**src/pmcc_pkg.sv**
```systemverilog
// package for the power-mode and clock control block
// assumes a single 10 MHz aclk domain and an axi4-lite register slave
// Function
// - bit 7 zero after reset halves oscillator; one passes it undivided.
// - bits 6,3 clear: sleep instruction enters sleep, or system stop with peripheral stop.
// - bit 6 set, bit 3 clear: standby, oscillator stops, 131072-cycle settle on restart.
// - bits 6 and 3 set: quick-recovery standby, only 64 settle cycles.
// - leaving standby by interrupt, bit 3 picks long or 64-cycle delay.
// - bit 5 set: bus request in standby honoured after settle counter expires.
// - in idle with bit 5 set, bus granted 8 cycles later than normal.
// - after bus request drops in idle, clock output gated again, stay idle.
// - reset low, nmi, or enabled low interrupt line exits standby or idle.
// - halt: refetch opcode, halt, status and fetch strobes low, clocks running.
// - during halt, interrupts, grants, refresh, peripherals and dma keep working.
// - normal operation: everything active, halt indicator held high.
// - bits 4,2,1,0 each select 33 percent drive for one pin group.
package pmcc_pkg;
    // ==========================================================
    // register map: offsets are word indices, byte address is four times the index
    localparam logic [7:0] PMCC_CTRL_OFS = 8'h1F;
    localparam logic [7:0] PMCC_STAT_OFS = 8'h20;
    localparam logic [7:0] PMCC_CTRL_RST = 8'h00;
    localparam int PMCC_DIV_BIT = 7;
    localparam int PMCC_STBY_BIT = 6;
    localparam int PMCC_BGNT_BIT = 5;
    localparam int PMCC_LNCLK_BIT = 4;
    localparam int PMCC_QREC_BIT = 3;
    localparam int PMCC_LNPER_BIT = 2;
    localparam int PMCC_LNSTB_BIT = 1;
    localparam int PMCC_LNBUS_BIT = 0;
    // ==========================================================
    // timing counts
    localparam int PMCC_LONG_SETTLE = 131072;
    localparam int PMCC_QUICK_SETTLE = 64;
    localparam int PMCC_IDLE_GRANT_DLY = 8;
    localparam int PMCC_CNT_W = 18;
    // ==========================================================
    // modes and carriers
    typedef enum logic [2:0] {
        PMCC_NORMAL, PMCC_HALT, PMCC_SLEEP, PMCC_SYSSTOP, PMCC_IDLE, PMCC_STANDBY, PMCC_SETTLE
    } pmcc_mode_t;
    typedef struct packed {
        logic clock_out_low_drive;
        logic peripheral_pins_low_drive;
        logic strobe_pins_low_drive;
        logic bus_pins_low_drive;
    } pmcc_drive_t;
    typedef struct packed {
        logic halt_n;
        logic status_strobe_n;
        logic opcode_fetch_strobe_n;
    } pmcc_strobe_t;
endpackage

```
**src/pmcc_axil.sv**
```systemverilog
// axi4-lite slave holding the clock and power control register
// assumes one outstanding write and one read; byte lane 0 carries the register
`timescale 1ns/1ns
module pmcc_axil (
    input wire logic aclk,
    input wire logic aresetn,
    input wire logic [7:0] awaddr,
    input wire logic awvalid,
    output logic awready,
    input wire logic [31:0] wdata,
    input wire logic [3:0] wstrb,
    input wire logic wvalid,
    output logic wready,
    output logic [1:0] bresp,
    output logic bvalid,
    input wire logic bready,
    input wire logic [7:0] araddr,
    input wire logic arvalid,
    output logic arready,
    output logic [31:0] rdata,
    output logic [1:0] rresp,
    output logic rvalid,
    input wire logic rready,
    input wire logic [7:0] stat_in,
    output logic [7:0] ctrl
);
    import pmcc_pkg::*;
    logic aw_have_q, aw_have_d, w_have_q, w_have_d, bvalid_q, bvalid_d, rvalid_q, rvalid_d;
    logic [7:0] awaddr_q, awaddr_d, ctrl_q, ctrl_d;
    logic [31:0] wdata_q, wdata_d, rdata_q, rdata_d;
    logic wl_q, wl_d;
    logic [1:0] bresp_q, bresp_d, rresp_q, rresp_d;
    // ==========================================================
    // next state
    always_comb begin
        aw_have_d = aw_have_q;
        w_have_d = w_have_q;
        awaddr_d = awaddr_q;
        wdata_d = wdata_q;
        wl_d = wl_q;
        ctrl_d = ctrl_q;
        bvalid_d = bvalid_q;
        bresp_d = bresp_q;
        rvalid_d = rvalid_q;
        rdata_d = rdata_q;
        rresp_d = rresp_q;
        if (awvalid && !aw_have_q && !bvalid_q) begin
            aw_have_d = 1'b1;
            awaddr_d = awaddr;
        end
        if (wvalid && !w_have_q && !bvalid_q) begin
            w_have_d = 1'b1;
            wdata_d = wdata;
            wl_d = wstrb[0];
        end
        if (aw_have_q && w_have_q) begin
            aw_have_d = 1'b0;
            w_have_d = 1'b0;
            bvalid_d = 1'b1;
            bresp_d = 2'h0;
            if (awaddr_q[7:2] == PMCC_CTRL_OFS[5:0]) begin
                if (wl_q) begin
                    ctrl_d = wdata_q[7:0];
                end
            end else if (awaddr_q[7:2] != PMCC_STAT_OFS[5:0]) begin
                bresp_d = 2'h2;
            end
        end
        if (bvalid_q && bready) begin
            bvalid_d = 1'b0;
        end
        if (arvalid && !rvalid_q) begin
            rvalid_d = 1'b1;
            rresp_d = 2'h0;
            rdata_d = 32'h0000_0000;
            if (araddr[7:2] == PMCC_CTRL_OFS[5:0]) begin
                rdata_d = {24'h00_0000, ctrl_q};
            end else if (araddr[7:2] == PMCC_STAT_OFS[5:0]) begin
                rdata_d = {24'h00_0000, stat_in};
            end else begin
                rresp_d = 2'h2;
            end
        end else if (rvalid_q && rready) begin
            rvalid_d = 1'b0;
        end
    end
    always_ff @(posedge aclk) begin
        if (!aresetn) begin
            aw_have_q <= 1'b0;
            w_have_q <= 1'b0;
            awaddr_q <= 8'h00;
            wdata_q <= 32'h0000_0000;
            wl_q <= 1'b0;
            ctrl_q <= PMCC_CTRL_RST;
            bvalid_q <= 1'b0;
            bresp_q <= 2'h0;
            rvalid_q <= 1'b0;
            rdata_q <= 32'h0000_0000;
            rresp_q <= 2'h0;
        end else begin
            aw_have_q <= aw_have_d;
            w_have_q <= w_have_d;
            awaddr_q <= awaddr_d;
            wdata_q <= wdata_d;
            wl_q <= wl_d;
            ctrl_q <= ctrl_d;
            bvalid_q <= bvalid_d;
            bresp_q <= bresp_d;
            rvalid_q <= rvalid_d;
            rdata_q <= rdata_d;
            rresp_q <= rresp_d;
        end
    end
    assign awready = !aw_have_q && !bvalid_q;
    assign wready = !w_have_q && !bvalid_q;
    assign bvalid = bvalid_q;
    assign bresp = bresp_q;
    assign arready = !rvalid_q;
    assign rvalid = rvalid_q;
    assign rdata = rdata_q;
    assign rresp = rresp_q;
    assign ctrl = ctrl_q;
endmodule // pmcc_axil

```
**src/pmcc_settle.sv**
```systemverilog
// oscillator stabilisation counter
// assumes the oscillator tick is a one-cycle enable in the aclk domain
`timescale 1ns/1ns
module pmcc_settle #(
    parameter int LONG_COUNT = pmcc_pkg::PMCC_LONG_SETTLE
) (
    input wire logic aclk,
    input wire logic aresetn,
    input wire logic start,
    input wire logic quick,
    input wire logic osc_tick,
    output logic done
);
    import pmcc_pkg::*;
    logic [PMCC_CNT_W-1:0] cnt_q, cnt_d, term_q, term_d;
    logic run_q, run_d, done_q, done_d;
    always_comb begin
        cnt_d = cnt_q;
        term_d = term_q;
        run_d = run_q;
        done_d = 1'b0;
        if (start) begin
            cnt_d = '0;
            run_d = 1'b1;
            term_d = quick ? PMCC_CNT_W'(PMCC_QUICK_SETTLE - 1) : PMCC_CNT_W'(LONG_COUNT - 1);
        end else if (run_q && osc_tick) begin
            if (cnt_q == term_q) begin
                run_d = 1'b0;
                done_d = 1'b1;
            end else begin
                cnt_d = cnt_q + 1'b1;
            end
        end
    end
    always_ff @(posedge aclk) begin
        if (!aresetn) begin
            cnt_q <= '0;
            term_q <= '0;
            run_q <= 1'b0;
            done_q <= 1'b0;
        end else begin
            cnt_q <= cnt_d;
            term_q <= term_d;
            run_q <= run_d;
            done_q <= done_d;
        end
    end
    assign done = done_q;
endmodule // pmcc_settle

```
**src/pmcc_top.sv**
```systemverilog
// power-mode and clock control top: mode machine, clock gating, bus grant
// assumes core events (sleep, halt, interrupts, bus request) are synchronous to aclk
`timescale 1ns/1ns
module pmcc_top #(
    parameter int LONG_SETTLE = pmcc_pkg::PMCC_LONG_SETTLE
) (
    input wire logic aclk,
    input wire logic aresetn,
    input wire logic [7:0] s_axi_awaddr,
    input wire logic s_axi_awvalid,
    output logic s_axi_awready,
    input wire logic [31:0] s_axi_wdata,
    input wire logic [3:0] s_axi_wstrb,
    input wire logic s_axi_wvalid,
    output logic s_axi_wready,
    output logic [1:0] s_axi_bresp,
    output logic s_axi_bvalid,
    input wire logic s_axi_bready,
    input wire logic [7:0] s_axi_araddr,
    input wire logic s_axi_arvalid,
    output logic s_axi_arready,
    output logic [31:0] s_axi_rdata,
    output logic [1:0] s_axi_rresp,
    output logic s_axi_rvalid,
    input wire logic s_axi_rready,
    input wire logic peripheral_stop,
    input wire logic sleep_instruction,
    input wire logic halt_instruction,
    input wire logic halt_release,
    input wire logic nmi,
    input wire logic [2:0] external_interrupt_lines_n,
    input wire logic [2:0] interrupt_enable,
    input wire logic external_bus_request,
    output logic bus_grant,
    output logic system_clock_enable,
    output logic system_clock_out,
    output logic oscillator_run,
    output logic core_clock_enable,
    output pmcc_pkg::pmcc_strobe_t strobes,
    output pmcc_pkg::pmcc_drive_t drive,
    output pmcc_pkg::pmcc_mode_t mode
);
    import pmcc_pkg::*;
    logic [7:0] ctrl;
    logic [7:0] stat;
    logic settle_done;
    logic settle_start;
    pmcc_mode_t mode_q, mode_d;
    logic div_q, div_d, en_q, en_d, clko_q, clko_d, osc_q, osc_d, core_q, core_d;
    logic grant_q, grant_d, settled_q, settled_d;
    logic [3:0] gdly_q, gdly_d;
    pmcc_strobe_t strb_q, strb_d;
    pmcc_drive_t drv_q, drv_d;
    logic wake;

    // ==========================================================
    // registers
    pmcc_axil u_regs (
        .aclk(aclk),
        .aresetn(aresetn),
        .awaddr(s_axi_awaddr),
        .awvalid(s_axi_awvalid),
        .awready(s_axi_awready),
        .wdata(s_axi_wdata),
        .wstrb(s_axi_wstrb),
        .wvalid(s_axi_wvalid),
        .wready(s_axi_wready),
        .bresp(s_axi_bresp),
        .bvalid(s_axi_bvalid),
        .bready(s_axi_bready),
        .araddr(s_axi_araddr),
        .arvalid(s_axi_arvalid),
        .arready(s_axi_arready),
        .rdata(s_axi_rdata),
        .rresp(s_axi_rresp),
        .rvalid(s_axi_rvalid),
        .rready(s_axi_rready),
        .stat_in(stat),
        .ctrl(ctrl)
    );
    // status: mode code, grant, oscillator running, settled
    assign stat = {2'h0, settled_q, osc_q, grant_q, mode_q};

    // ==========================================================
    // stabilisation counter
    pmcc_settle #(
        .LONG_COUNT(LONG_SETTLE)
    ) u_settle (
        .aclk(aclk),
        .aresetn(aresetn),
        .start(settle_start),
        .quick(ctrl[PMCC_QREC_BIT]),
        .osc_tick(1'b1),
        .done(settle_done)
    );

    // wake sources; a low aresetn already returns to normal through reset
    assign wake = nmi || ((~external_interrupt_lines_n & interrupt_enable) != 3'h0);
    assign settle_start = (mode_q == PMCC_STANDBY) && wake;

    // ==========================================================
    // mode machine
    always_comb begin
        mode_d = mode_q;
        settled_d = settled_q;
        unique case (mode_q)
            PMCC_NORMAL: begin
                settled_d = 1'b1;
                if (halt_instruction) begin
                    mode_d = PMCC_HALT;
                end else if (sleep_instruction) begin
                    unique case ({ctrl[PMCC_STBY_BIT], ctrl[PMCC_QREC_BIT]})
                        2'b00: mode_d = peripheral_stop ? PMCC_SYSSTOP : PMCC_SLEEP;
                        2'b01: mode_d = peripheral_stop ? PMCC_IDLE : PMCC_SLEEP;
                        default: mode_d = peripheral_stop ? PMCC_STANDBY : PMCC_SLEEP;
                    endcase
                end
            end
            PMCC_HALT: begin
                if (halt_release || wake) begin
                    mode_d = PMCC_NORMAL;
                end
            end
            PMCC_SLEEP, PMCC_SYSSTOP, PMCC_IDLE: begin
                if (wake) begin
                    mode_d = PMCC_NORMAL;
                end
            end
            PMCC_STANDBY: begin
                settled_d = 1'b0;
                if (wake) begin
                    mode_d = PMCC_SETTLE;
                end
            end
            PMCC_SETTLE: begin
                if (settle_done) begin
                    settled_d = 1'b1;
                    mode_d = PMCC_NORMAL;
                end
            end
        endcase
    end

    // ==========================================================
    // clocks, divider, strobes
    always_comb begin
        div_d = ctrl[PMCC_DIV_BIT] ? 1'b1 : ~div_q;
        osc_d = !(mode_q == PMCC_STANDBY);
        core_d = (mode_q == PMCC_NORMAL) || (mode_q == PMCC_HALT) || (mode_q == PMCC_SLEEP);
        en_d = 1'b0;
        if (osc_q && div_d) begin
            en_d = (mode_q == PMCC_NORMAL) || (mode_q == PMCC_HALT) || (mode_q == PMCC_SLEEP) || grant_q;
        end
        clko_d = en_d ? ~clko_q : clko_q;
        strb_d.halt_n = !(mode_q == PMCC_HALT);
        strb_d.status_strobe_n = !(mode_q == PMCC_HALT);
        strb_d.opcode_fetch_strobe_n = !(mode_q == PMCC_HALT);
        drv_d.clock_out_low_drive = ctrl[PMCC_LNCLK_BIT];
        drv_d.peripheral_pins_low_drive = ctrl[PMCC_LNPER_BIT];
        drv_d.strobe_pins_low_drive = ctrl[PMCC_LNSTB_BIT];
        drv_d.bus_pins_low_drive = ctrl[PMCC_LNBUS_BIT];
    end

    // ==========================================================
    // bus grant: idle adds a fixed latency when bit 5 is set (no grant otherwise), standby waits for settle
    always_comb begin
        grant_d = 1'b0;
        gdly_d = 4'h0;
        if (external_bus_request) begin
            unique case (mode_q)
                PMCC_NORMAL, PMCC_HALT, PMCC_SLEEP: grant_d = 1'b1;
                PMCC_IDLE: begin
                    if (ctrl[PMCC_BGNT_BIT]) begin
                        if (gdly_q == 4'(PMCC_IDLE_GRANT_DLY)) begin
                            grant_d = 1'b1;
                            gdly_d = gdly_q;
                        end else begin
                            gdly_d = gdly_q + 4'h1;
                        end
                    end
                end
                PMCC_SETTLE: grant_d = ctrl[PMCC_BGNT_BIT] && settle_done;
                default: grant_d = grant_q && ctrl[PMCC_BGNT_BIT] && settled_q;
            endcase
        end
    end

    always_ff @(posedge aclk) begin
        if (!aresetn) begin
            mode_q <= PMCC_NORMAL;
            settled_q <= 1'b1;
            div_q <= 1'b0;
            osc_q <= 1'b1;
            core_q <= 1'b1;
            en_q <= 1'b0;
            clko_q <= 1'b0;
            grant_q <= 1'b0;
            gdly_q <= 4'h0;
            strb_q <= 3'b111;
            drv_q <= 4'h0;
        end else begin
            mode_q <= mode_d;
            settled_q <= settled_d;
            div_q <= div_d;
            osc_q <= osc_d;
            core_q <= core_d;
            en_q <= en_d;
            clko_q <= clko_d;
            grant_q <= grant_d;
            gdly_q <= gdly_d;
            strb_q <= strb_d;
            drv_q <= drv_d;
        end
    end

    assign bus_grant = grant_q;
    assign system_clock_enable = en_q;
    assign system_clock_out = clko_q;
    assign oscillator_run = osc_q;
    assign core_clock_enable = core_q;
    assign strobes = strb_q;
    assign drive = drv_q;
    assign mode = mode_q;
endmodule // pmcc_top

```
**config.mk**
```make
export PLATFORM = sky130hd
export DESIGN_NAME = pmcc_top
export DESIGN_NICKNAME = d
export VERILOG_FILES = /design/src/pmcc_pkg.sv /design/src/pmcc_axil.sv /design/src/pmcc_settle.sv /design/src/pmcc_top.sv
export SDC_FILE = /design/constraint.sdc
export NUM_CORES = 1
export LEC_CHECK = 0
export BUFFER_PORTS_ARGS = -buffer_cell sky130_fd_sc_hd__clkbuf_2
export CAP_MARGIN = 25
export CORE_MARGIN = 1.5
export CORE_UTILIZATION = 50
export DETAILED_ROUTE_END_ITERATION = 6
export PLACE_DENSITY = 0.8
export SYNTH_ARGS = -nofsm -noshare
export SYNTH_HDL_FRONTEND = slang
export SYNTH_SLANG_ARGS = --single-unit
```
**constraint.sdc**
```tcl
create_clock -name aclk -period 2.6 [get_ports aclk]
set_input_delay 0.39 -clock aclk [delete_from_list [all_inputs] [get_ports aclk]]
set_output_delay 0.39 -clock aclk [all_outputs]
set_load 0.1 [all_outputs]
```
==> results by group <==
Yosys
  – Distinct cells, synth: 53
  – Largest area contributor in the netlist: dfxtp_1
  – Sequential-to-total area share from yosys stat: 43.18%
  – Synth top cells by count: dfxtp_1 (78), nor2_1 (47), a21oi_1 (44)
  – Most common cell in the netlist: dfxtp_1
  – Synth top area cells: dfxtp_1 (43%), a21oi_1 (6.1%), buf_4 (5.8%)
  – Synth warn: 0
  – Flops & latches, synth: 78
  – Post-synth top area share: 43.18%
  – Main synth FF type: dfxtp_1
  – Syn Area/Cell: 8.409 um^2
  – Synth Cell Area: 0.003616 mm^2
  – Post-synth EDFFs: 0
  – Ys async rst share: 0%
  – Synth Instances: 430

Clocking
  – Cts repair resizes: 0
  – CTS buffer count: 9
  – Clock slew at reported path FFs: 80 ps
  – CTS tree: yes
  – Clk sink count: 78
  – Setup bufs post-CTS: 0
  – H-tree levels: 3
  – Clock Latency Late Sink: 360 ps
  – Root buf cell: clkbuf_8
  – Clock Path Buffers: 2
  – CTS hold repair buffers: 0

Setup path
  – Worst Setup EP: u_settle.cnt_q[15]$_SDFFE_PP0P_
  – R2R setup slack: 690 ps
  – CP max stage delay: 480 ps
  – Reg2reg start: u_settle.cnt_q[1]$_SDFFE_PP0P_
  – CP Launch Type: register
  – Critical path cell sequence: and2_1 > a32oi_4 > a2111oi_4 > buf_4 > or4_1 > a21oi_1
  – Setup crit start: u_settle.cnt_q[1]$_SDFFE_PP0P_
  – Max FO, Critical Path: 20
  – Required @ worst endpoint: 2890 ps
  – Worst setup EP type: register
  – Arrival time worst endpoint: 2210 ps
  – Register-to-Register Path Depth: 6
  – Crit Path Category: reg2reg
  – R2r endpoint: u_settle.cnt_q[15]$_SDFFE_PP0P_
  – Crit-path slowest cell: or4_1

Timing
  – Worst-margin pin slew: 639.7 ps
  – Slew Limit Fails: 0
  – Fmax: 522.4 MHz
  – Clock Skew: 8.970 ps
  – Max transition margin: 57.31%
  – Period utilization: 73.63%
  – Fin Hold WS: 209.2 ps
  – Crit path time final: 1914 ps
  – Count of final setup violators: 0
  – Final WS setup: 685.6 ps
  – Fin Setup TNS: 0 ps
  – RSZ-0062 raised after global routing: false
  – Final hold viol count: 0

Global route
  – Largest net degree at the start of global routing: 23
  – Initial antenna violation count: 0
  – Gr ovfl total: 0
  – Vias in the first global route: 2843
  – Overall routing resource usage: 20.57%
  – First-pass GRT wire length: 12.41 mm

Die
  – Row cnt: 30
  – Total core area: 0.006907 mm^2
  – Die Span Y: 88.04 um
  – Effective utilization at floorplan: 52.36%
  – Die area: 0.007751 mm^2
  – # IOs: 127
  – Die width: 88.04 um

Pwr
  – PD cells: 752.3 mW/mm^2
  – Leakage power: 1.710 nW
  – Peak VDD IR: 0.7328 mV

Placement
  – GPL Wtd Cong: 0.8210
  – Placed cell count: 581
  – Post-DP HPWL: 5.468 mm
  – PortBufs: 69
  – Place WS: 722.2 ps
  – Placed Area: 0.003926 mm^2

Status
  – Outcome: complete, no violations

Drt
  – Via count: 3166
  – M1 wire length: 3.346 mm
  – DR top layer: met4
  – Routed wl met2: 3.750 mm
  – ANT nets after route: 0
  – Final wirelength: 7.611 mm
  – First DRT Iteration DRCs: 164
  – Drc violations: 0
  – Drt via density: 5.303
  – Length of routed met3 wiring: 437 um
  – Pre-antenna DRT Iters: 5
  – WL/cell: 12.75 um

Job
  – Max-cap violation count: 0

Final layout
  – Area Overhead vs Synth: 14.22%
  – Antenna Cells: 0
  – Share of post-route cells with drive strength above 1: 22.95%
  – Final nets: 570
  – Final instance area: 0.004130 mm^2
  – Post-route insts no fill: 597
  – Fillers: 640

Hold path
  – HP Class: in2reg
## placed cells by master (no fill, tap or decap), drive strengths merged, types with 2 or more instances in the layout
cell type   n
dfxtp      78
clkbuf     78
nor2       47
a21oi      44
nand2      39
conb       26
o21ai      21
inv        19
nand3      18
or3        16
nand4      12
nand2b     12
mux2i      11
nor3       10
buf         8
nor4        7
a221oi      6
and4        6
and2        5
nor2b       3
or2         3
ha          3
nand3b      2
a211oi      2
a311oi      2
xor2        2
a32oi       2
clkinv      2
## cell families after synthesis
| group | Yosys count | share of synthesized area, % |
|---|---|---|
| other | 1 | 0.1037 |
| flip-flops | 78 | 43.18 |
| buffers and inverters | 63 | 10.35 |
| AO/OA/AOI/OAI | 85 | 14.78 |
| AND/OR/NAND/NOR | 185 | 26.47 |
| XOR/XNOR | 3 | 0.7268 |
| multiplexers | 12 | 3.357 |
| adder cells (fa/ha/maj) | 3 | 1.038 |
## cell type report
type,instances,area (um^2),share of cell area (%)
Clock inverter,7,80.08,1.939
Timing Repair Buffer,77,405.4,9.815
Multi-Input combinational cell,314,1779,43.08
Tap cell,96,120.1,2.908
Clock buffer,9,123.9,2.999
Sequential cell,78,1562,37.81
Inverter,16,60.06,1.454
## state kept, by name, indices dropped and copies added, names as in the netlist, 2 cells and up
| signal | count |
|---|---|
| drive | 4 |
| u_regs.rdata | 8 |
| u_regs.ctrl | 8 |
| u_regs.awaddr_q | 6 |
| u_settle.term_q | 2 |
| u_settle.cnt_q | 18 |
| u_regs.wdata_q | 8 |
| mode | 3 |
| gdly_q | 4 |
## worst min path at each step
stage / start / endpoint / slack [ps] / depth (start not counted)
after floorplan: u_regs.ctrl[0]$_SDFFE_PN0P_ / drive[0]$_SDFF_PN0_ / 430 / 2
after global placement: u_regs.wdata_q[3]$_SDFFE_PN0P_ / u_regs.wdata_q[3]$_SDFFE_PN0P_ / 450 / 2
after detailed placement: u_regs.wdata_q[2]$_SDFFE_PN0P_ / u_regs.wdata_q[2]$_SDFFE_PN0P_ / 450 / 2
after CTS: s_axi_rready / u_regs.rvalid$_SDFFE_PN0P_ / 200 / 2
after global routing: s_axi_rready / u_regs.rvalid$_SDFFE_PN0P_ / 200 / 2
final: s_axi_rready / u_regs.rvalid$_SDFFE_PN0P_ / 210 / 2
## metrics by stage
step	total power [mW]	utilization (%)
6_report	3.107	59.80
5_1_grt	3.238	59.80
4_1_cts	3.129	59.80
3_5_place_dp	2.202	56.85
3_3_place_gp	2.187	56.85
2_1_floorplan	2.109	-
## power breakdown
group / switching, mW / internal [mW]
combinational: 0.702 / 0.161
clock: 0.472 / 0.456
sequential: 0.0620 / 1.25
total: 1.24 / 1.87
## routing by layer
metal  global-route usage (%)  up-vias
met5                        0        -
met4                    6.250        0
met3                    5.844        8
met2                    35.32      103
met1                    25.01     1459
li1                         -     1596
## critical path, delay by kind of cell, from the launching register on
kind / cells / cell delay (ps)
and+or+nand+nor: 2 / 780
AOI/OAI and AO/OA: 3 / 530
DFF: 1 / 350
buffers and inverters: 1 / 200
Power figures use the tool's default switching activity.
